===== src/seq_pkg.sv =====
// ---------------------------------------------------------------------------
// Shared constants and types
// ---------------------------------------------------------------------------
package seq_pkg;

	// Clock and the least low time of the reset pin.
	localparam int CLK_PERIOD_NS = 50;
	localparam int RESET_MIN_NS = 10000;
	localparam int RESET_MIN_CYC = (RESET_MIN_NS + CLK_PERIOD_NS - 1) / CLK_PERIOD_NS;
	localparam int CNT_W = 8;
	localparam int POS_W = 6;
	localparam int AMP_W = 7;

	// Register byte offsets on the bus.
	localparam logic [3:0] REG_STATUS = 4'h0;
	localparam logic [3:0] REG_CTRL = 4'h4;
	localparam int CTRL_INHIBIT_BIT = 0;
	localparam int CTRL_RETURN_BIT = 1;
	localparam int STAT_POS_LSB = 0;
	localparam int STAT_MON_LSB = 8;
	localparam int STAT_EN_BIT = 12;
	localparam int STAT_RST_BIT = 13;

	// Current division ratio in percent, indexed by position within a quadrant.
	// Index 8 is the fully unexcited end of the quadrant.
	localparam logic [8:0][6:0] AMP_TBL = {7'h00, 7'h15, 7'h28, 7'h37, 7'h47,
		7'h53, 7'h5c, 7'h64, 7'h64};
	localparam logic [6:0] AMP_FULL = 7'h64;
	localparam logic [6:0] AMP_OFF = 7'h00;
	localparam logic [3:0] QUAD_END = 4'h8;

	// Step sizes in sixteenth-step units of the position counter.
	localparam logic [5:0] STEP_FULL = 6'h10;
	localparam logic [5:0] STEP_HALF = 6'h08;
	localparam logic [5:0] STEP_QUARTER = 6'h04;
	localparam logic [5:0] STEP_EIGHTH = 6'h02;
	localparam logic [5:0] STEP_SIXTEENTH = 6'h01;
	localparam logic [5:0] POS_ORIGIN = 6'h00;

	// Phase monitor codes {bit_a, bit_b}.
	localparam logic [1:0] MON_A = 2'h2;
	localparam logic [1:0] MON_ABAR = 2'h0;
	localparam logic [1:0] MON_B = 2'h1;
	localparam logic [1:0] MON_BBAR = 2'h3;

	typedef enum logic [2:0] {
		EXC_FULL,
		EXC_HALF,
		EXC_QUARTER,
		EXC_EIGHTH,
		EXC_SIXTEENTH
	} exc_mode_e;

	// Control pins as driven by the host.
	typedef struct packed {
		logic step_clk;
		logic clock_edge_select;
		logic step_mode_sel_hi;
		logic step_mode_sel_lo;
		logic direction_select;
		logic output_enable;
		logic reset_pin_n;
	} pins_s;

	localparam int PINS_W = $bits(pins_s);

endpackage : seq_pkg


===== src/sync_2ff.sv =====
`timescale 1ns/1ps
// ---------------------------------------------------------------------------
// Two-stage synchroniser for pin levels
// ---------------------------------------------------------------------------
module sync_2ff #(
	parameter int W = 1,
	parameter logic [W-1:0] INIT = '0
) (
	input wire logic ref_clk,
	input wire logic nrst,
	input wire logic [W-1:0] d,
	output logic [W-1:0] q
);

	logic [W-1:0] meta_ff;

	// The first stage feeds only the second stage, so a metastable value never fans out.
	always_ff @(posedge ref_clk or negedge nrst) begin
		if (!nrst) begin
			meta_ff <= INIT;
			q <= INIT;
		end else begin
			meta_ff <= d;
			q <= meta_ff;
		end
	end

endmodule : sync_2ff


===== src/microstep_phase_sequencer.sv =====
`timescale 1ns/1ps
// Notes on behaviour
// - Edge select high: modes 00..11 are full, half, quarter, eighth; rising edges step.
// - Edge select low: modes 00..11 are half to sixteenth; both edges step.
// - Output enable low forces all four phase currents to zero.
// - Positions 1..7 eighths drive 100,92,83,71,55,40,21 percent; full-step drives 100.
// - Eighth uses all positions, quarter even ones, half only 0/8 and 4/8.
// - Direction low rotates clockwise, high counterclockwise.
// - Reset pin low for 10 us returns all state, phases to origin.
// - Output enable low freezes the sequencer; only reset still acts.
module microstep_phase_sequencer
	import seq_pkg::*;
#(
	parameter int RESET_CYC = RESET_MIN_CYC
) (
	input wire logic ref_clk,
	input wire logic nrst,
	input wire pins_s pins,
	input wire logic wb_cyc_i,
	input wire logic wb_stb_i,
	input wire logic wb_we_i,
	input wire logic [3:0] wb_adr_i,
	input wire logic [3:0] wb_sel_i,
	input wire logic [31:0] wb_dat_i,
	output logic [31:0] wb_dat_o,
	output logic wb_ack_o,
	output logic [AMP_W-1:0] drive_a,
	output logic [AMP_W-1:0] drive_abar,
	output logic [AMP_W-1:0] drive_b,
	output logic [AMP_W-1:0] drive_bbar,
	output logic phase_monitor_bit_a,
	output logic phase_monitor_bit_b
);

	// -----------------------------------------------------------------------
	// State and helpers
	// -----------------------------------------------------------------------
	typedef struct packed {
		logic [POS_W-1:0] pos;
		logic prev_clk;
		logic [CNT_W-1:0] rst_cnt;
		logic inhibit;
		logic ret_req;
		logic [AMP_W-1:0] amp_a;
		logic [AMP_W-1:0] amp_abar;
		logic [AMP_W-1:0] amp_b;
		logic [AMP_W-1:0] amp_bbar;
		logic [1:0] mon;
		logic ack;
		logic [31:0] rdata;
	} seq_state_s;

	localparam logic [CNT_W-1:0] RST_LIMIT = CNT_W'(RESET_CYC);

	seq_state_s st_ff;
	seq_state_s nxt_st;
	pins_s pin_s;

	// Mode pins to excitation method.
	function automatic exc_mode_e decode_mode(input logic edge_sel, input logic hi,
		input logic lo);
		exc_mode_e m;
		m = EXC_FULL;
		unique case ({edge_sel, hi, lo})
			3'h4: m = EXC_FULL;
			3'h5: m = EXC_HALF;
			3'h6: m = EXC_QUARTER;
			3'h7: m = EXC_EIGHTH;
			3'h0: m = EXC_HALF;
			3'h1: m = EXC_QUARTER;
			3'h2: m = EXC_EIGHTH;
			3'h3: m = EXC_SIXTEENTH;
		endcase
		return m;
	endfunction : decode_mode

	// Position increment for one step of each method.
	function automatic logic [POS_W-1:0] step_of(input exc_mode_e m);
		logic [POS_W-1:0] s;
		s = STEP_FULL;
		unique case (m)
			EXC_FULL: s = STEP_FULL;
			EXC_HALF: s = STEP_HALF;
			EXC_QUARTER: s = STEP_QUARTER;
			EXC_EIGHTH: s = STEP_EIGHTH;
			EXC_SIXTEENTH: s = STEP_SIXTEENTH;
		endcase
		return s;
	endfunction : step_of

	// -----------------------------------------------------------------------
	// Pin synchronisation
	// -----------------------------------------------------------------------
	// All pins come from the host's domain; the reset pin idles high.
	sync_2ff #(
		.W(PINS_W),
		.INIT(PINS_W'(1))
	) u_pin_sync (
		.ref_clk(ref_clk),
		.nrst(nrst),
		.d(pins),
		.q(pin_s)
	);

	// -----------------------------------------------------------------------
	// Next-state logic
	// -----------------------------------------------------------------------
	// The quadrant picks which phase pair carries current; the position inside
	// the quadrant picks the ratio. Sixteenth positions share the ratio of the
	// eighth position below them, as no finer ratios exist.
	always_comb begin
		exc_mode_e mode;
		logic [POS_W-1:0] step;
		logic rise;
		logic fall;
		logic advance;
		logic hit;
		logic do_write;
		logic [AMP_W-1:0] prim;
		logic [AMP_W-1:0] sec;
		logic [3:0] idx;
		nxt_st = st_ff;
		mode = decode_mode(pin_s.clock_edge_select, pin_s.step_mode_sel_hi,
			pin_s.step_mode_sel_lo);
		step = step_of(mode);
		rise = pin_s.step_clk && !st_ff.prev_clk;
		fall = !pin_s.step_clk && st_ff.prev_clk;
		hit = 1'b0;
		advance = 1'b0;
		do_write = 1'b0;
		idx = '0;
		prim = AMP_OFF;
		sec = AMP_OFF;

		// Previous level follows always, so re-enabling never sees a stale edge.
		nxt_st.prev_clk = pin_s.step_clk;

		// A step is taken only while enabled and not inhibited by software.
		advance = pin_s.output_enable && !st_ff.inhibit &&
			(rise || (fall && !pin_s.clock_edge_select));
		if (advance) begin
			if (pin_s.direction_select) begin
				nxt_st.pos = st_ff.pos - step;
			end else begin
				nxt_st.pos = st_ff.pos + step;
			end
		end

		// Software return to origin; the request bit clears itself.
		if (st_ff.ret_req && pin_s.output_enable) begin
			nxt_st.pos = POS_ORIGIN;
			nxt_st.ret_req = 1'b0;
		end

		// Bus slave: one wait state, ack dropped the cycle after it is given.
		do_write = wb_cyc_i && wb_stb_i && wb_we_i && !st_ff.ack && wb_sel_i[0];
		nxt_st.ack = wb_cyc_i && wb_stb_i && !st_ff.ack;
		nxt_st.rdata = '0;
		if (wb_cyc_i && wb_stb_i && !st_ff.ack && !wb_we_i) begin
			unique case (wb_adr_i)
				REG_STATUS: begin
					nxt_st.rdata[STAT_POS_LSB +: POS_W] = st_ff.pos;
					nxt_st.rdata[STAT_MON_LSB +: 2] = st_ff.mon;
					nxt_st.rdata[STAT_EN_BIT] = pin_s.output_enable;
					nxt_st.rdata[STAT_RST_BIT] = !pin_s.reset_pin_n;
				end
				REG_CTRL: begin
					nxt_st.rdata[CTRL_INHIBIT_BIT] = st_ff.inhibit;
					nxt_st.rdata[CTRL_RETURN_BIT] = st_ff.ret_req;
				end
				default: nxt_st.rdata = '0;
			endcase
		end
		if (do_write && wb_adr_i == REG_CTRL) begin
			nxt_st.inhibit = wb_dat_i[CTRL_INHIBIT_BIT];
			nxt_st.ret_req = wb_dat_i[CTRL_RETURN_BIT];
		end

		// Reset pin must stay low long enough to count as a reset.
		if (!pin_s.reset_pin_n) begin
			if (st_ff.rst_cnt != RST_LIMIT) begin
				nxt_st.rst_cnt = st_ff.rst_cnt + CNT_W'(1);
			end else begin
				hit = 1'b1;
			end
		end else begin
			nxt_st.rst_cnt = '0;
		end
		if (hit) begin
			nxt_st.pos = POS_ORIGIN;
			nxt_st.inhibit = 1'b0;
			nxt_st.ret_req = 1'b0;
		end

		// Phase currents from the next position.
		idx = {1'b0, nxt_st.pos[3:1]};
		prim = AMP_TBL[idx];
		sec = AMP_TBL[QUAD_END - idx];
		if (mode == EXC_FULL) begin
			prim = AMP_FULL;
			sec = AMP_FULL;
		end
		nxt_st.amp_a = AMP_OFF;
		nxt_st.amp_abar = AMP_OFF;
		nxt_st.amp_b = AMP_OFF;
		nxt_st.amp_bbar = AMP_OFF;
		unique case (nxt_st.pos[5:4])
			2'h0: begin
				nxt_st.amp_a = prim;
				nxt_st.amp_b = sec;
				nxt_st.mon = MON_A;
			end
			2'h1: begin
				nxt_st.amp_b = prim;
				nxt_st.amp_abar = sec;
				nxt_st.mon = MON_B;
			end
			2'h2: begin
				nxt_st.amp_abar = prim;
				nxt_st.amp_bbar = sec;
				nxt_st.mon = MON_ABAR;
			end
			2'h3: begin
				nxt_st.amp_bbar = prim;
				nxt_st.amp_a = sec;
				nxt_st.mon = MON_BBAR;
			end
		endcase

		// Disabled outputs carry no current whatever the position.
		if (!pin_s.output_enable) begin
			nxt_st.amp_a = AMP_OFF;
			nxt_st.amp_abar = AMP_OFF;
			nxt_st.amp_b = AMP_OFF;
			nxt_st.amp_bbar = AMP_OFF;
		end
	end

	// -----------------------------------------------------------------------
	// State register and outputs
	// -----------------------------------------------------------------------
	// Power-on reset places the phases at origin; outputs start cut off.
	always_ff @(posedge ref_clk or negedge nrst) begin
		if (!nrst) begin
			st_ff <= '0;
			st_ff.mon <= MON_A;
		end else begin
			st_ff <= nxt_st;
		end
	end

	assign drive_a = st_ff.amp_a;
	assign drive_abar = st_ff.amp_abar;
	assign drive_b = st_ff.amp_b;
	assign drive_bbar = st_ff.amp_bbar;
	assign phase_monitor_bit_a = st_ff.mon[1];
	assign phase_monitor_bit_b = st_ff.mon[0];
	assign wb_ack_o = st_ff.ack;
	assign wb_dat_o = st_ff.rdata;

endmodule : microstep_phase_sequencer


===== config.mk =====
export PLATFORM = sky130hd
export DESIGN_NAME = microstep_phase_sequencer
export DESIGN_NICKNAME = d
export VERILOG_FILES = /design/src/seq_pkg.sv /design/src/sync_2ff.sv /design/src/microstep_phase_sequencer.sv
export SDC_FILE = /design/constraint.sdc
export NUM_CORES = 1
export LEC_CHECK = 0
export ABC_AREA = 1
export BUFFER_PORTS_ARGS = -buffer_cell sky130_fd_sc_hd__buf_2
export CAP_MARGIN = 30
export CORE_ASPECT_RATIO = 1.5
export CORE_MARGIN = 4
export CORE_UTILIZATION = 45
export CTS_BUF_LIST = sky130_fd_sc_hd__clkbuf_8 sky130_fd_sc_hd__clkbuf_16
export DETAILED_ROUTE_END_ITERATION = 16
export PLACE_DENSITY = 0.71
export SLEW_MARGIN = 30
export SYNTH_ARGS = -nofsm -noshare
export SYNTH_HDL_FRONTEND = slang
export SYNTH_HIERARCHICAL = 1
export SYNTH_SLANG_ARGS = --single-unit

===== constraint.sdc =====
create_clock -name ref_clk -period 4.2 [get_ports ref_clk]
set_input_delay 0.21 -clock ref_clk [delete_from_list [all_inputs] [get_ports ref_clk]]
set_output_delay 0.21 -clock ref_clk [all_outputs]
set_load 0.005 [all_outputs]

==> impl_metrics.prom, run 1 <==
# TYPE chip_impl_metric gauge
chip_impl_info{name="run_status",value="complete, no violations"} 1
chip_impl_metric{name="drc_violations_left",unit=""} 0
chip_impl_metric{name="fin_hold_ws",unit="ps"} 124
chip_impl_metric{name="synth_enable_flop_cells",unit=""} 0
chip_impl_info{name="cell_family_with_the_largest_share_of_critical_path_delay",value="simple AND/OR/NAND/NOR gates"} 1
chip_impl_info{name="timing.critical_path.cells",value="ha_1, nand2_1, nand2_1, nor2_1, nand2_1, inv_1, ha_1, inv_1, fa_1, nand2_1, inv_1, o21a_1, nor2_1, nand2_1, nand2_1, nor2_1, nor3_2, ha_1, or2_2, nor3_1"} 1
chip_impl_info{name="cell_type_of_the_slowest_stage_on_the_worst_timing_path",value="sky130_fd_sc_hd__or2_2"} 1
chip_impl_metric{name="floorplan.io_pins",unit=""} 115
chip_impl_metric{name="fraction_of_final_layout_cells_with_drive_strength_greater_than_1",unit="%"} 23.8
chip_impl_metric{name="critical_path_arrival",unit="ps"} 3910
chip_impl_metric{name="worstPathBufferInverterCount",unit=""} 3
chip_impl_metric{name="layout.area.seq",unit="sq um"} 1810
chip_impl_metric{name="nNetsFinal",unit=""} 557
chip_impl_metric{name="grt_remaining_overflow",unit=""} 0
chip_impl_metric{name="postSynthAreaPerCell",unit="sq um"} 8.76
chip_impl_metric{name="layout.filler_cells",unit=""} 798
chip_impl_info{name="cts_root_buf",value="sky130_fd_sc_hd__clkbuf_16"} 1
chip_impl_metric{name="power.static_leakage",unit="nW"} 2.29
chip_impl_metric{name="timing.critical_path.slowest_cell_delay",unit="ps"} 410
chip_impl_metric{name="coreArea",unit="sq um"} 8520
chip_impl_info{name="critPathMostFrequentCell",value="sky130_fd_sc_hd__nand2_1"} 1
chip_impl_metric{name="mappedNetlistArea",unit="sq um"} 3970
chip_impl_metric{name="worst_skew_pair.late_latency",unit="ps"} 330
chip_impl_metric{name="drt_wl_total",unit="um"} 7910
chip_impl_metric{name="cts_htree_levels",unit=""} 3
chip_impl_metric{name="vias_in_the_first_global_route",unit=""} 2874
chip_impl_metric{name="detailedRoute.firstIterationViolations",unit=""} 268
chip_impl_info{name="cts_tree",value="done"} 1
chip_impl_metric{name="groute.usage.overall",unit="%"} 16.0
chip_impl_metric{name="wire_length_per_cell",unit="um"} 13.2
chip_impl_metric{name="die_w",unit="um"} 84.7
chip_impl_info{name="timing.hold.worst_endpoint",value="wb_ack_o"} 1
chip_impl_info{name="layout_common_cells",value="sky130_fd_sc_hd__nand2_1 (88), sky130_fd_sc_hd__dfrtp_1 (69), sky130_fd_sc_hd__buf_2 (58), sky130_fd_sc_hd__inv_1 (51), sky130_fd_sc_hd__a21oi_1 (37)"} 1
chip_impl_metric{name="synth_async_sr_flop_share",unit="%"} 100
chip_impl_metric{name="die_y",unit="um"} 123
chip_impl_metric{name="peakVddDrop",unit="V"} 0.000296
chip_impl_metric{name="ys.warnings.count",unit=""} 6
chip_impl_metric{name="stdcell_area",unit="sq um"} 4360
chip_impl_metric{name="synth_top_cell_area_share",unit="%"} 43.5
chip_impl_metric{name="grt_max_degree",unit=""} 41
chip_impl_metric{name="setup-tns-final",unit="ps"} 0
chip_impl_metric{name="dr.pass1.iters",unit=""} 6
chip_impl_metric{name="area_taken_by_multi_input_logic_gates",unit="sq um"} 1570
chip_impl_metric{name="route.detailed.vias_per_inst",unit=""} 4.80
chip_impl_metric{name="detailedPlacementHpwl",unit="um"} 5670
chip_impl_info{name="postSynth.topFlopCell",value="sky130_fd_sc_hd__dfrtp_1"} 1
chip_impl_metric{name="worst_r2r_path_depth",unit=""} 20
chip_impl_metric{name="grt_pass1_wl",unit="um"} 13000
chip_impl_metric{name="setup_viol",unit=""} 0
chip_impl_info{name="post_synth_main_area_contributors",value="sky130_fd_sc_hd__dfrtp_1 (44%), sky130_fd_sc_hd__buf_4 (12%), sky130_fd_sc_hd__nand2_1 (8.3%), sky130_fd_sc_hd__ha_1 (5.7%), sky130_fd_sc_hd__a21oi_1 (4.7%)"} 1
chip_impl_metric{name="placement.io_buffers",unit=""} 59
chip_impl_metric{name="start_util",unit="%"} 46.6
chip_impl_metric{name="route.vias.total",unit=""} 2872
chip_impl_metric{name="pin_slew_with_the_least_headroom_to_its_limit",unit="ps"} 563
chip_impl_info{name="category_of_the_worst_setup_path_capture_point",value="flip-flop"} 1
chip_impl_info{name="holdCritPathClass",value="input port to flip-flop"} 1
chip_impl_metric{name="power_density",unit="nW/um^2"} 624
chip_impl_metric{name="number_of_storage_elements_in_the_synthesis_netlist",unit=""} 72
chip_impl_metric{name="synth_sequential_area_ratio",unit="%"} 45.5
chip_impl_metric{name="cts_max_path_buffers",unit=""} 2
chip_impl_metric{name="finalCriticalPeriod",unit="ps"} 3680
chip_impl_info{name="path_class",value="flip-flop to flip-flop"} 1
chip_impl_metric{name="timing.final.max_slew_violations",unit=""} 0
chip_impl_info{name="layout_commonest_cell",value="sky130_fd_sc_hd__nand2_1"} 1
chip_impl_metric{name="crit_path_max_fanout",unit=""} 7
chip_impl_metric{name="rows",unit=""} 41
chip_impl_metric{name="area_growth_syn_to_layout",unit="%"} 9.84
chip_impl_metric{name="whs_path_depth",unit=""} 3
chip_impl_metric{name="cap_viol_max_count",unit=""} 0
chip_impl_metric{name="hold_viol",unit=""} 0
chip_impl_metric{name="number_of_antenna_violations_at_the_first_check_in_global_routing",unit=""} 0
chip_impl_metric{name="clock_tree_skew_after_final_layout",unit="ps"} 5.14
chip_impl_info{name="yosysTopAreaCell",value="sky130_fd_sc_hd__dfrtp_1"} 1
chip_impl_info{name="regToRegEndpoint",value="drive_abar[3]"} 1
chip_impl_metric{name="drt.antenna.violating_nets",unit=""} 0
chip_impl_metric{name="post_synth_inst_count",unit=""} 453
chip_impl_info{name="worstSetupStartpointType",value="flip-flop"} 1
chip_impl_metric{name="place_congestion",unit=""} 0.819
chip_impl_metric{name="dpl_cell_area",unit="sq um"} 4000
chip_impl_metric{name="clkSinkCount",unit=""} 72
chip_impl_metric{name="final_min_period_over_clock_period",unit="%"} 87.7
chip_impl_metric{name="cts-buffers-inserted",unit=""} 9
chip_impl_metric{name="achievable-frequency",unit="MHz"} 271
chip_impl_info{name="min_from",value="wb_stb_i"} 1
chip_impl_metric{name="synth.distinct_cells",unit=""} 34
chip_impl_metric{name="worst-r2r-setup-slack",unit="ps"} 520
chip_impl_info{name="critical_path.reg2reg.startpoint",value="u_pin_sync/q[3]"} 1
chip_impl_metric{name="timing.critical_path.required",unit="ps"} 4420
chip_impl_metric{name="clk_pin_slew_worst_paths",unit="ps"} 50
chip_impl_info{name="rsz0062_at_grt",value="false"} 1
chip_impl_metric{name="num_antenna_cells",unit=""} 0
chip_impl_metric{name="max_slew_margin",unit="%"} 62.4
chip_impl_metric{name="dieArea",unit="sq um"} 10400
-- worst max path at each step --
stage	slack (ps)	cells past startpoint	endpoint	startpoint
finish	520	20	drive_abar[3]	u_pin_sync/q[3]
floorplan	810	21	drive_abar[3]	u_pin_sync/q[3]
global placement	510	20	drive_abar[3]	u_pin_sync/q[3]
global route	70	21	drive_a[0]	u_pin_sync/q[3]
CTS	340	20	drive_abar[3]	u_pin_sync/q[3]
detailed placement	370	20	drive_abar[3]	u_pin_sync/q[3]
-- repair_timing --
action / in CTS / in global routing
hold buffers: 7 / 1
gates resized for setup: 0 / 1
endpoints found under the setup margin: 0 / 4
endpoints found under the hold margin: 7 / 38
buffers inserted: 0 / 0
-- worst reg2reg max path, delay by kind of cell, from the launching register on --
family	cells	cell delay, ps
adder cells (fa/ha/maj)	4	1130
flip-flops	1	390
AO/OA/AOI/OAI	1	170
buffers and inverters	3	180
AND/OR/NAND/NOR	12	1720
-- cells in the mapped netlist, types with 2 or more instances --
| cell type | count |
|---|---|
| sky130_fd_sc_hd__dfrtp_1 | 69 |
| sky130_fd_sc_hd__nand4_1 | 7 |
| sky130_fd_sc_hd__o21ai_0 | 7 |
| sky130_fd_sc_hd__nor2_4 | 4 |
| sky130_fd_sc_hd__nor4_1 | 2 |
| sky130_fd_sc_hd__o21ai_2 | 2 |
| sky130_fd_sc_hd__or2_2 | 5 |
| sky130_fd_sc_hd__clkbuf_1 | 2 |
| sky130_fd_sc_hd__nand3_1 | 20 |
| sky130_fd_sc_hd__nand2_1 | 88 |
| sky130_fd_sc_hd__nand2_2 | 12 |
| sky130_fd_sc_hd__buf_4 | 61 |
| sky130_fd_sc_hd__buf_2 | 4 |
| sky130_fd_sc_hd__nand2_4 | 4 |
| sky130_fd_sc_hd__a21oi_1 | 37 |
| sky130_fd_sc_hd__nor3b_1 | 7 |
| sky130_fd_sc_hd__ha_1 | 18 |
| sky130_fd_sc_hd__nor2_1 | 19 |
| sky130_fd_sc_hd__nor3_1 | 13 |
| sky130_fd_sc_hd__a31oi_1 | 2 |
| sky130_fd_sc_hd__inv_2 | 5 |
| sky130_fd_sc_hd__inv_1 | 47 |
| sky130_fd_sc_hd__dfstp_2 | 3 |
| sky130_fd_sc_hd__nor2_2 | 3 |
| sky130_fd_sc_hd__a21oi_2 | 3 |
-- state kept, by name, summed over array words and instances (netlist names) --
| signal | flops |
|---|---|
| drive_abar | 7 |
| wb_dat_o | 10 |
| drive_bbar | 7 |
| u_pin_sync/meta_ff | 7 |
| phase_monitor_bit_b | 1 |
| drive_b | 7 |
| u_pin_sync/q | 7 |
| st_ff | 17 |
| wb_ack_o | 1 |
| drive_a | 7 |
| phase_monitor_bit_a | 1 |
-- kinds of logic (layout without fill, tap and decap cells) --
| group | Yosys count | in the layout | share of synthesized area, % |
|---|---|---|---|
| and+or+nand+nor | 187 | 187 | 23.3 |
| buffers and inverters | 119 | 136 | 17.2 |
| DFF | 72 | 72 | 45.5 |
| AOI/OAI and AO/OA | 54 | 54 | 7.51 |
| adders and majority gates | 19 | 19 | 6.18 |
| other | 1 | 22 | 0.0945 |
| xor gates and xnor gates | 1 | 1 | 0.221 |
-- routing by layer --
layer  vias to the layer above  GRT usage (%)  wire length (um)
li1                       1426              -                 -
met1                      1339           17.4              3070
met2                        90           28.0              4100
met3                        17           4.07               524
met4                         0           9.11               208
met5                         -              0                 0
-- stage by stage --
stage          utilization, %  cells  total power [mW]  setup slack (ps)
6_report                 51.2    598              2.72               517
5_1_grt                  51.2    598              2.94              73.5
4_1_cts                  51.0    597              2.74               343
3_5_place_dp             46.9    574              2.03               365
3_3_place_gp             46.9    574              2.00               508
2_1_floorplan               -    474              1.85               811
-- report_power, final --
| group | total, mW | internal (mW) | leakage, nW | switching, mW |
|---|---|---|---|---|
| Combinational | 1.14 | 0.405 | 1.21 | 0.732 |
| Sequential | 0.902 | 0.837 | 0.935 | 0.0649 |
| Clock | 0.678 | 0.421 | 0.151 | 0.257 |
-- layout make-up --
| cell class | count | share of cell area, % |
|---|---|---|
| Tap cell | 107 | 3.07 |
| Timing Repair Buffer | 68 | 8.84 |
| Sequential cell | 72 | 41.4 |
| Inverter | 52 | 4.48 |
| Clock buffer | 11 | 5.80 |
| Multi-Input combinational cell | 283 | 35.9 |
| Clock inverter | 5 | 0.459 |
No activity file was read; power rests on OpenSTA's default activity.
==> run 2, diff against run 1 <==
Settings changed: BUFFER_PORTS_ARGS -buffer_cell sky130_fd_sc_hd__buf_2 to not set, CORE_UTILIZATION 45 to 66, CTS_BUF_LIST sky130_fd_sc_hd__clkbuf_8 sky130_fd_sc_hd__clkbuf_16 to sky130_fd_sc_hd__clkbuf_4, DONT_BUFFER_PORTS set to 1, PLACE_DENSITY 0.71 to 0.82.
==> impl_metrics.prom, run 2 (synthesis results as in run 1) <==
# TYPE chip_impl_metric gauge
chip_impl_metric{name="drt_wl_total",unit="um"} 7520
chip_impl_info{name="rsz0062_at_grt",value="true"} 1
chip_impl_info{name="category_of_the_worst_setup_path_capture_point",value="flip-flop"} 1
chip_impl_info{name="critPathMostFrequentCell",value="sky130_fd_sc_hd__nand2_1"} 1
chip_impl_info{name="crit_path_start",value="u_pin_sync/q[3]"} 1
chip_impl_metric{name="cap_viol_max_count",unit=""} 0
chip_impl_metric{name="cts_htree_levels",unit=""} 3
chip_impl_metric{name="fin_util",unit="%"} 68.4
chip_impl_metric{name="final_min_period_over_clock_period",unit="%"} 89.7
chip_impl_metric{name="cts_max_path_buffers",unit=""} 2
chip_impl_metric{name="detailedPlacementHpwl",unit="um"} 5160
chip_impl_metric{name="die_w",unit="um"} 71.3
chip_impl_info{name="min_from",value="wb_adr_i[2]"} 1
chip_impl_info{name="cts_root_buf",value="sky130_fd_sc_hd__clkbuf_4"} 1
chip_impl_metric{name="num_antenna_cells",unit=""} 0
chip_impl_metric{name="nNetsFinal",unit=""} 504
chip_impl_metric{name="achievable-frequency",unit="MHz"} 265
chip_impl_metric{name="placement.io_buffers",unit=""} 0
chip_impl_metric{name="timing.final.max_slew_violations",unit=""} 0
chip_impl_metric{name="grt_max_degree",unit=""} 73
chip_impl_metric{name="clock_tree_skew_after_final_layout",unit="ps"} 22.1
chip_impl_metric{name="route.detailed.vias_per_inst",unit=""} 5.37
chip_impl_metric{name="crit_path_max_fanout",unit=""} 8
chip_impl_metric{name="vias_in_the_first_global_route",unit=""} 2687
chip_impl_metric{name="largest_register_ff_count",unit=""} 17
chip_impl_metric{name="pin_slew_with_the_least_headroom_to_its_limit",unit="ps"} 554
chip_impl_metric{name="fraction_of_final_layout_cells_with_drive_strength_greater_than_1",unit="%"} 14.4
chip_impl_metric{name="power.static_leakage",unit="nW"} 1.97
chip_impl_metric{name="setup_viol",unit=""} 0
chip_impl_metric{name="route.vias.total",unit=""} 2738
chip_impl_metric{name="hold_viol",unit=""} 0
chip_impl_info{name="cts_tree",value="done"} 1
chip_impl_metric{name="stdcell_area",unit="sq um"} 3990
chip_impl_info{name="path_class",value="flip-flop to flip-flop"} 1
chip_impl_info{name="layout_commonest_cell",value="sky130_fd_sc_hd__nand2_1"} 1
chip_impl_metric{name="clkSinkCount",unit=""} 72
chip_impl_metric{name="max_slew_margin",unit="%"} 63.0
chip_impl_metric{name="floorplan.io_pins",unit=""} 115
chip_impl_metric{name="dpl_cell_area",unit="sq um"} 3650
chip_impl_metric{name="finalCriticalPeriod",unit="ps"} 3770
chip_impl_metric{name="setup-tns-final",unit="ps"} 0
chip_impl_info{name="worstSetupStartpointType",value="flip-flop"} 1
chip_impl_info{name="layout_common_cells",value="sky130_fd_sc_hd__nand2_1 (88), sky130_fd_sc_hd__dfrtp_1 (69), sky130_fd_sc_hd__inv_1 (47), sky130_fd_sc_hd__a21oi_1 (37), sky130_fd_sc_hd__conb_1 (22)"} 1
chip_impl_metric{name="rows",unit=""} 34
chip_impl_metric{name="grt_remaining_overflow",unit=""} 0
chip_impl_metric{name="area_growth_syn_to_layout",unit="%"} 0.536
chip_impl_metric{name="clk_pin_slew_worst_paths",unit="ps"} 120
chip_impl_metric{name="dr.pass1.iters",unit=""} 4
chip_impl_info{name="top_register",value="st_ff"} 1
chip_impl_info{name="critical_path.reg2reg.startpoint",value="u_pin_sync/q[3]"} 1
chip_impl_info{name="holdCritPathClass",value="input port to flip-flop"} 1
chip_impl_info{name="run_status",value="complete, no violations"} 1
chip_impl_metric{name="drc_violations_left",unit=""} 0
chip_impl_metric{name="number_of_antenna_violations_at_the_first_check_in_global_routing",unit=""} 0
chip_impl_info{name="cell_family_with_the_largest_share_of_critical_path_delay",value="simple AND/OR/NAND/NOR gates"} 1
chip_impl_metric{name="groute.usage.overall",unit="%"} 21.9
chip_impl_metric{name="grt_pass1_wl",unit="um"} 12400
chip_impl_metric{name="critical_path_arrival",unit="ps"} 4100
chip_impl_metric{name="dieArea",unit="sq um"} 7340
chip_impl_metric{name="wire_length_per_cell",unit="um"} 14.8
chip_impl_metric{name="drt.antenna.violating_nets",unit=""} 0
chip_impl_info{name="cell_type_of_the_slowest_stage_on_the_worst_timing_path",value="sky130_fd_sc_hd__dfrtp_1"} 1
chip_impl_metric{name="worstPathBufferInverterCount",unit=""} 4
chip_impl_metric{name="worst_skew_pair.late_latency",unit="ps"} 420
chip_impl_metric{name="coreArea",unit="sq um"} 5830
chip_impl_metric{name="finalPower",unit="mW"} 2.46
chip_impl_metric{name="timing.critical_path.required",unit="ps"} 4530
chip_impl_metric{name="start_util",unit="%"} 68.1
chip_impl_metric{name="cts-buffers-inserted",unit=""} 9
chip_impl_metric{name="power_density",unit="nW/um^2"} 616
chip_impl_metric{name="peakVddDrop",unit="V"} 0.000367
chip_impl_info{name="timing.critical_path.cells",value="ha_1, nand2_1, nand2_1, nor2_1, nand2_1, inv_1, ha_1, inv_1, fa_1, nand2_1, inv_1, nor2_1, nand3_1, nand2_2, nand2_4, ha_1, inv_1, ha_1, or2_2, nand2_1, nand2_1, nand2_2, nand2_1, a21oi_1"} 1
chip_impl_metric{name="timing.critical_path.slowest_cell_delay",unit="ps"} 410
chip_impl_metric{name="place_congestion",unit=""} 0.937
chip_impl_metric{name="detailedRoute.firstIterationViolations",unit=""} 147
chip_impl_metric{name="die_y",unit="um"} 103
[run 2: area by class of cell]
type / instances / area (sq um)
sequential: 72 / 1810
clock buffer: 10 / 75.1
multi-input combinational: 283 / 1570
tap: 72 / 90.1
timing repair buffer: 15 / 168
inverter: 52 / 195
clock inverter: 6 / 85.1
fill: 452 / 1840
[run 2: final timing paths]
path,to,slack [ps],depth (start not counted)
min in group asynchronous,wb_dat_o[8],290,2
max reg2reg,drive_a[2],430,24
max in group asynchronous,u_pin_sync/meta_ff[0],3560,2
min reg2reg,u_pin_sync/q[2],360,0
max,drive_a[2],430,24
min,wb_dat_o[1],40,4
[run 2: routing by layer]
layer / wire (um) / track usage [%] / vias up
met1: 2750 / 24.1 / 1295
met5: 0 / 0 / -
met2: 4070 / 39.0 / 97
met4: 218 / 9.41 / 0
li1: - / - / 1321
met3: 483 / 6.44 / 25
[run 2: worst min-delay path, delay by kind of cell]
family | cells | cell delay, ps
AND/OR/NAND/NOR | 2 | 120
buffers and inverters | 1 | 60
AO/OA/AOI/OAI | 1 | 60
[run 2: where the power goes]
part           switching, mW  leakage, nW  internal, mW  total (mW)
sequential            0.0943        0.935         0.836       0.930
combinational          0.699        0.951         0.345        1.04
clock                  0.239       0.0840         0.246       0.485
[run 2: what timing repair did]
action / in CTS / in global routing
hold endpoints to repair: 84 / 0
resized for setup: 0 / 3
hold buffers: 15 / 0
setup buffers: 0 / 0
setup endpoints to repair: 0 / 2
[run 2: metrics by stage]
stage               setup WS [ps]  hold slack (ps)  instances
finish                        431             44.6        510
global route                -1.77             48.7        510
CTS                           304             19.7        510
detailed placement            339            -83.9        479
global placement              557            -84.0        479
floorplan                     811            -85.6        474
==> run 3, diff against run 2 <==
Settings changed: RECOVER_POWER set to 100.
==> impl_metrics.prom, run 3 (synthesis results as in run 1) <==
# TYPE chip_impl_metric gauge
chip_impl_metric{name="max_slew_margin",unit="%"} -108
chip_impl_metric{name="floorplan.io_pins",unit=""} 115
chip_impl_metric{name="peakVddDrop",unit="V"} 0.000366
chip_impl_metric{name="power_density",unit="nW/um^2"} 618
chip_impl_info{name="min_from",value="wb_adr_i[2]"} 1
chip_impl_metric{name="clk_pin_slew_worst_paths",unit="ps"} 120
chip_impl_metric{name="critical_path_arrival",unit="ps"} 4140
chip_impl_info{name="category_of_the_worst_setup_path_capture_point",value="flip-flop"} 1
chip_impl_metric{name="stdcell_area",unit="sq um"} 3960
chip_impl_metric{name="grt_max_degree",unit=""} 73
chip_impl_metric{name="crit_path_max_fanout",unit=""} 8
chip_impl_metric{name="cts_max_path_buffers",unit=""} 2
chip_impl_metric{name="layout.filler_cells",unit=""} 456
chip_impl_metric{name="finalPower",unit="mW"} 2.45
chip_impl_metric{name="area_taken_by_multi_input_logic_gates",unit="sq um"} 1560
chip_impl_info{name="cts_tree",value="done"} 1
chip_impl_info{name="rsz0062_at_grt",value="true"} 1
chip_impl_info{name="path_class",value="flip-flop to flip-flop"} 1
chip_impl_metric{name="die_w",unit="um"} 71.3
chip_impl_metric{name="clock_tree_skew_after_final_layout",unit="ps"} 22.2
chip_impl_info{name="critical_path.reg2reg.startpoint",value="u_pin_sync/q[3]"} 1
chip_impl_metric{name="timing.critical_path.required",unit="ps"} 4540
chip_impl_metric{name="cts_htree_levels",unit=""} 3
chip_impl_metric{name="wire_length_per_cell",unit="um"} 14.8
chip_impl_metric{name="hold_viol",unit=""} 0
chip_impl_metric{name="grt_pass1_wl",unit="um"} 12400
chip_impl_metric{name="drt.antenna.violating_nets",unit=""} 0
chip_impl_metric{name="cts-buffers-inserted",unit=""} 9
chip_impl_info{name="holdCritPathClass",value="input port to flip-flop"} 1
chip_impl_metric{name="coreArea",unit="sq um"} 5830
chip_impl_info{name="cts_root_buf",value="sky130_fd_sc_hd__clkbuf_4"} 1
chip_impl_metric{name="achievable-frequency",unit="MHz"} 263
chip_impl_metric{name="layout.area.seq",unit="sq um"} 1810
chip_impl_info{name="crit_path_start",value="u_pin_sync/q[3]"} 1
chip_impl_metric{name="route.vias.total",unit=""} 2721
chip_impl_metric{name="pin_slew_with_the_least_headroom_to_its_limit",unit="ps"} 3120
chip_impl_metric{name="groute.layer.met1.usage",unit="%"} 24.1
chip_impl_metric{name="dpl_cell_area",unit="sq um"} 3650
chip_impl_metric{name="final_min_period_over_clock_period",unit="%"} 90.5
chip_impl_metric{name="finalCriticalPeriod",unit="ps"} 3800
chip_impl_metric{name="power.static_leakage",unit="nW"} 1.96
chip_impl_info{name="worstSetupStartpointType",value="flip-flop"} 1
chip_impl_metric{name="drt_wl_total",unit="um"} 7570
chip_impl_metric{name="nNetsFinal",unit=""} 504
chip_impl_metric{name="grt_remaining_overflow",unit=""} 0
chip_impl_metric{name="largest_register_ff_count",unit=""} 17
chip_impl_metric{name="grt.met2_usage",unit="%"} 39.0
chip_impl_info{name="layout_common_cells",value="sky130_fd_sc_hd__nand2_1 (90), sky130_fd_sc_hd__dfrtp_1 (69), sky130_fd_sc_hd__inv_1 (47), sky130_fd_sc_hd__a21oi_1 (37), sky130_fd_sc_hd__conb_1 (22)"} 1
chip_impl_metric{name="groute.usage.overall",unit="%"} 21.9
chip_impl_metric{name="detailedRoute.firstIterationViolations",unit=""} 142
chip_impl_metric{name="die_y",unit="um"} 103
chip_impl_metric{name="dieArea",unit="sq um"} 7340
chip_impl_info{name="top_register",value="st_ff"} 1
chip_impl_metric{name="num_antenna_cells",unit=""} 0
chip_impl_metric{name="placement.io_buffers",unit=""} 0
chip_impl_metric{name="vias_in_the_first_global_route",unit=""} 2687
chip_impl_metric{name="drc_violations_left",unit=""} 0
chip_impl_metric{name="cap_viol_max_count",unit=""} 1
chip_impl_metric{name="route.detailed.vias_per_inst",unit=""} 5.34
chip_impl_metric{name="grtUsageMet3",unit="%"} 6.44
chip_impl_metric{name="detailedPlacementHpwl",unit="um"} 5160
chip_impl_metric{name="number_of_antenna_violations_at_the_first_check_in_global_routing",unit=""} 0
chip_impl_metric{name="start_util",unit="%"} 68.1
chip_impl_metric{name="area_growth_syn_to_layout",unit="%"} -0.221
chip_impl_metric{name="worst_skew_pair.late_latency",unit="ps"} 430
chip_impl_metric{name="timing.final.max_slew_violations",unit=""} 73
chip_impl_metric{name="dr.pass1.iters",unit=""} 4
chip_impl_info{name="run_status",value="finished, violations left"} 1
chip_impl_info{name="violations_in_the_final_reports",value="capacitance limit, slew limit"} 1
chip_impl_metric{name="fin_util",unit="%"} 67.9
chip_impl_metric{name="fraction_of_final_layout_cells_with_drive_strength_greater_than_1",unit="%"} 13.2
chip_impl_metric{name="place_congestion",unit=""} 0.937
chip_impl_metric{name="rows",unit=""} 34
chip_impl_metric{name="setup_viol",unit=""} 0
chip_impl_metric{name="clkSinkCount",unit=""} 72
chip_impl_metric{name="setup-tns-final",unit="ps"} 0
chip_impl_info{name="layout_commonest_cell",value="sky130_fd_sc_hd__nand2_1"} 1
chip_impl_info{name="global_route.peak_usage_layer",value="met2"} 1
## run 3: worst max-delay path, stage by stage, from the launching register on
cell and delay (ps):
sky130_fd_sc_hd__dfrtp_1 410, sky130_fd_sc_hd__ha_1 300, sky130_fd_sc_hd__nand2_1 70, sky130_fd_sc_hd__nand2_1 90, sky130_fd_sc_hd__nor2_1 170, sky130_fd_sc_hd__nand2_1 110
sky130_fd_sc_hd__inv_1 80, sky130_fd_sc_hd__ha_1 140, sky130_fd_sc_hd__inv_1 60, sky130_fd_sc_hd__fa_1 370, sky130_fd_sc_hd__nand2_1 80, sky130_fd_sc_hd__inv_1 50
sky130_fd_sc_hd__nor2_1 90, sky130_fd_sc_hd__nand3_1 80, sky130_fd_sc_hd__nand2_1 170, sky130_fd_sc_hd__nand2_4 120, sky130_fd_sc_hd__ha_1 200, sky130_fd_sc_hd__inv_1 80
sky130_fd_sc_hd__ha_1 270, sky130_fd_sc_hd__or2_2 310, sky130_fd_sc_hd__nand2_1 80, sky130_fd_sc_hd__nand2_1 80, sky130_fd_sc_hd__nand2_2 100, sky130_fd_sc_hd__nand2_1 70
sky130_fd_sc_hd__a21oi_1 150
## run 3: through the flow
step           instances  setup WS [ps]  hold WS, ps
6_report             510            397         41.3
5_1_grt              510          -1.77         48.7
4_1_cts              510            304         19.7
3_5_place_dp         479            339        -83.9
3_3_place_gp         479            557        -84.0
2_1_floorplan        474            811        -85.6
## run 3: path summary, 6_finish.rpt
kind                                         to  slack [ps]  cells after the start
min in group asynchronous           wb_dat_o[8]        1530                      2
worst max register to register       drive_a[2]         400                     24
worst max-delay path                 drive_a[2]         400                     24
worst min register to register  u_pin_sync/q[2]         360                      0
max in group asynchronous         drive_abar[4]         870                      2
worst min-delay path                wb_dat_o[1]          40                      4
## run 3: area by class of cell
| type | count | share of cell area (%) |
|---|---|---|
| Sequential cell | 72 | 45.6 |
| Inverter | 52 | 4.93 |
| Clock buffer | 10 | 1.90 |
| Timing Repair Buffer | 15 | 3.79 |
| Clock inverter | 6 | 2.15 |
| Tap cell | 72 | 2.28 |
| Multi-Input combinational cell | 283 | 39.3 |
## run 3: power by group
group / internal [mW] / switching, mW / total, mW
sequential: 0.835 / 0.0937 / 0.928
clock: 0.246 / 0.239 / 0.485
combinational: 0.339 / 0.695 / 1.03
## run 3: timing repair
| item | in CTS | in global routing |
|---|---|---|
| hold buffers | 15 | 0 |
| setup buffers | 0 | 0 |
| endpoints found under the setup margin | 0 | 2 |
| hold endpoints to repair | 84 | 0 |
| resized for setup | 0 | 3 |
## run 3: metal layers
layer	up-vias	wire, um
met5	-	0
met3	18	506
met4	0	173
met2	86	4090
met1	1299	2800
li1	1318	-
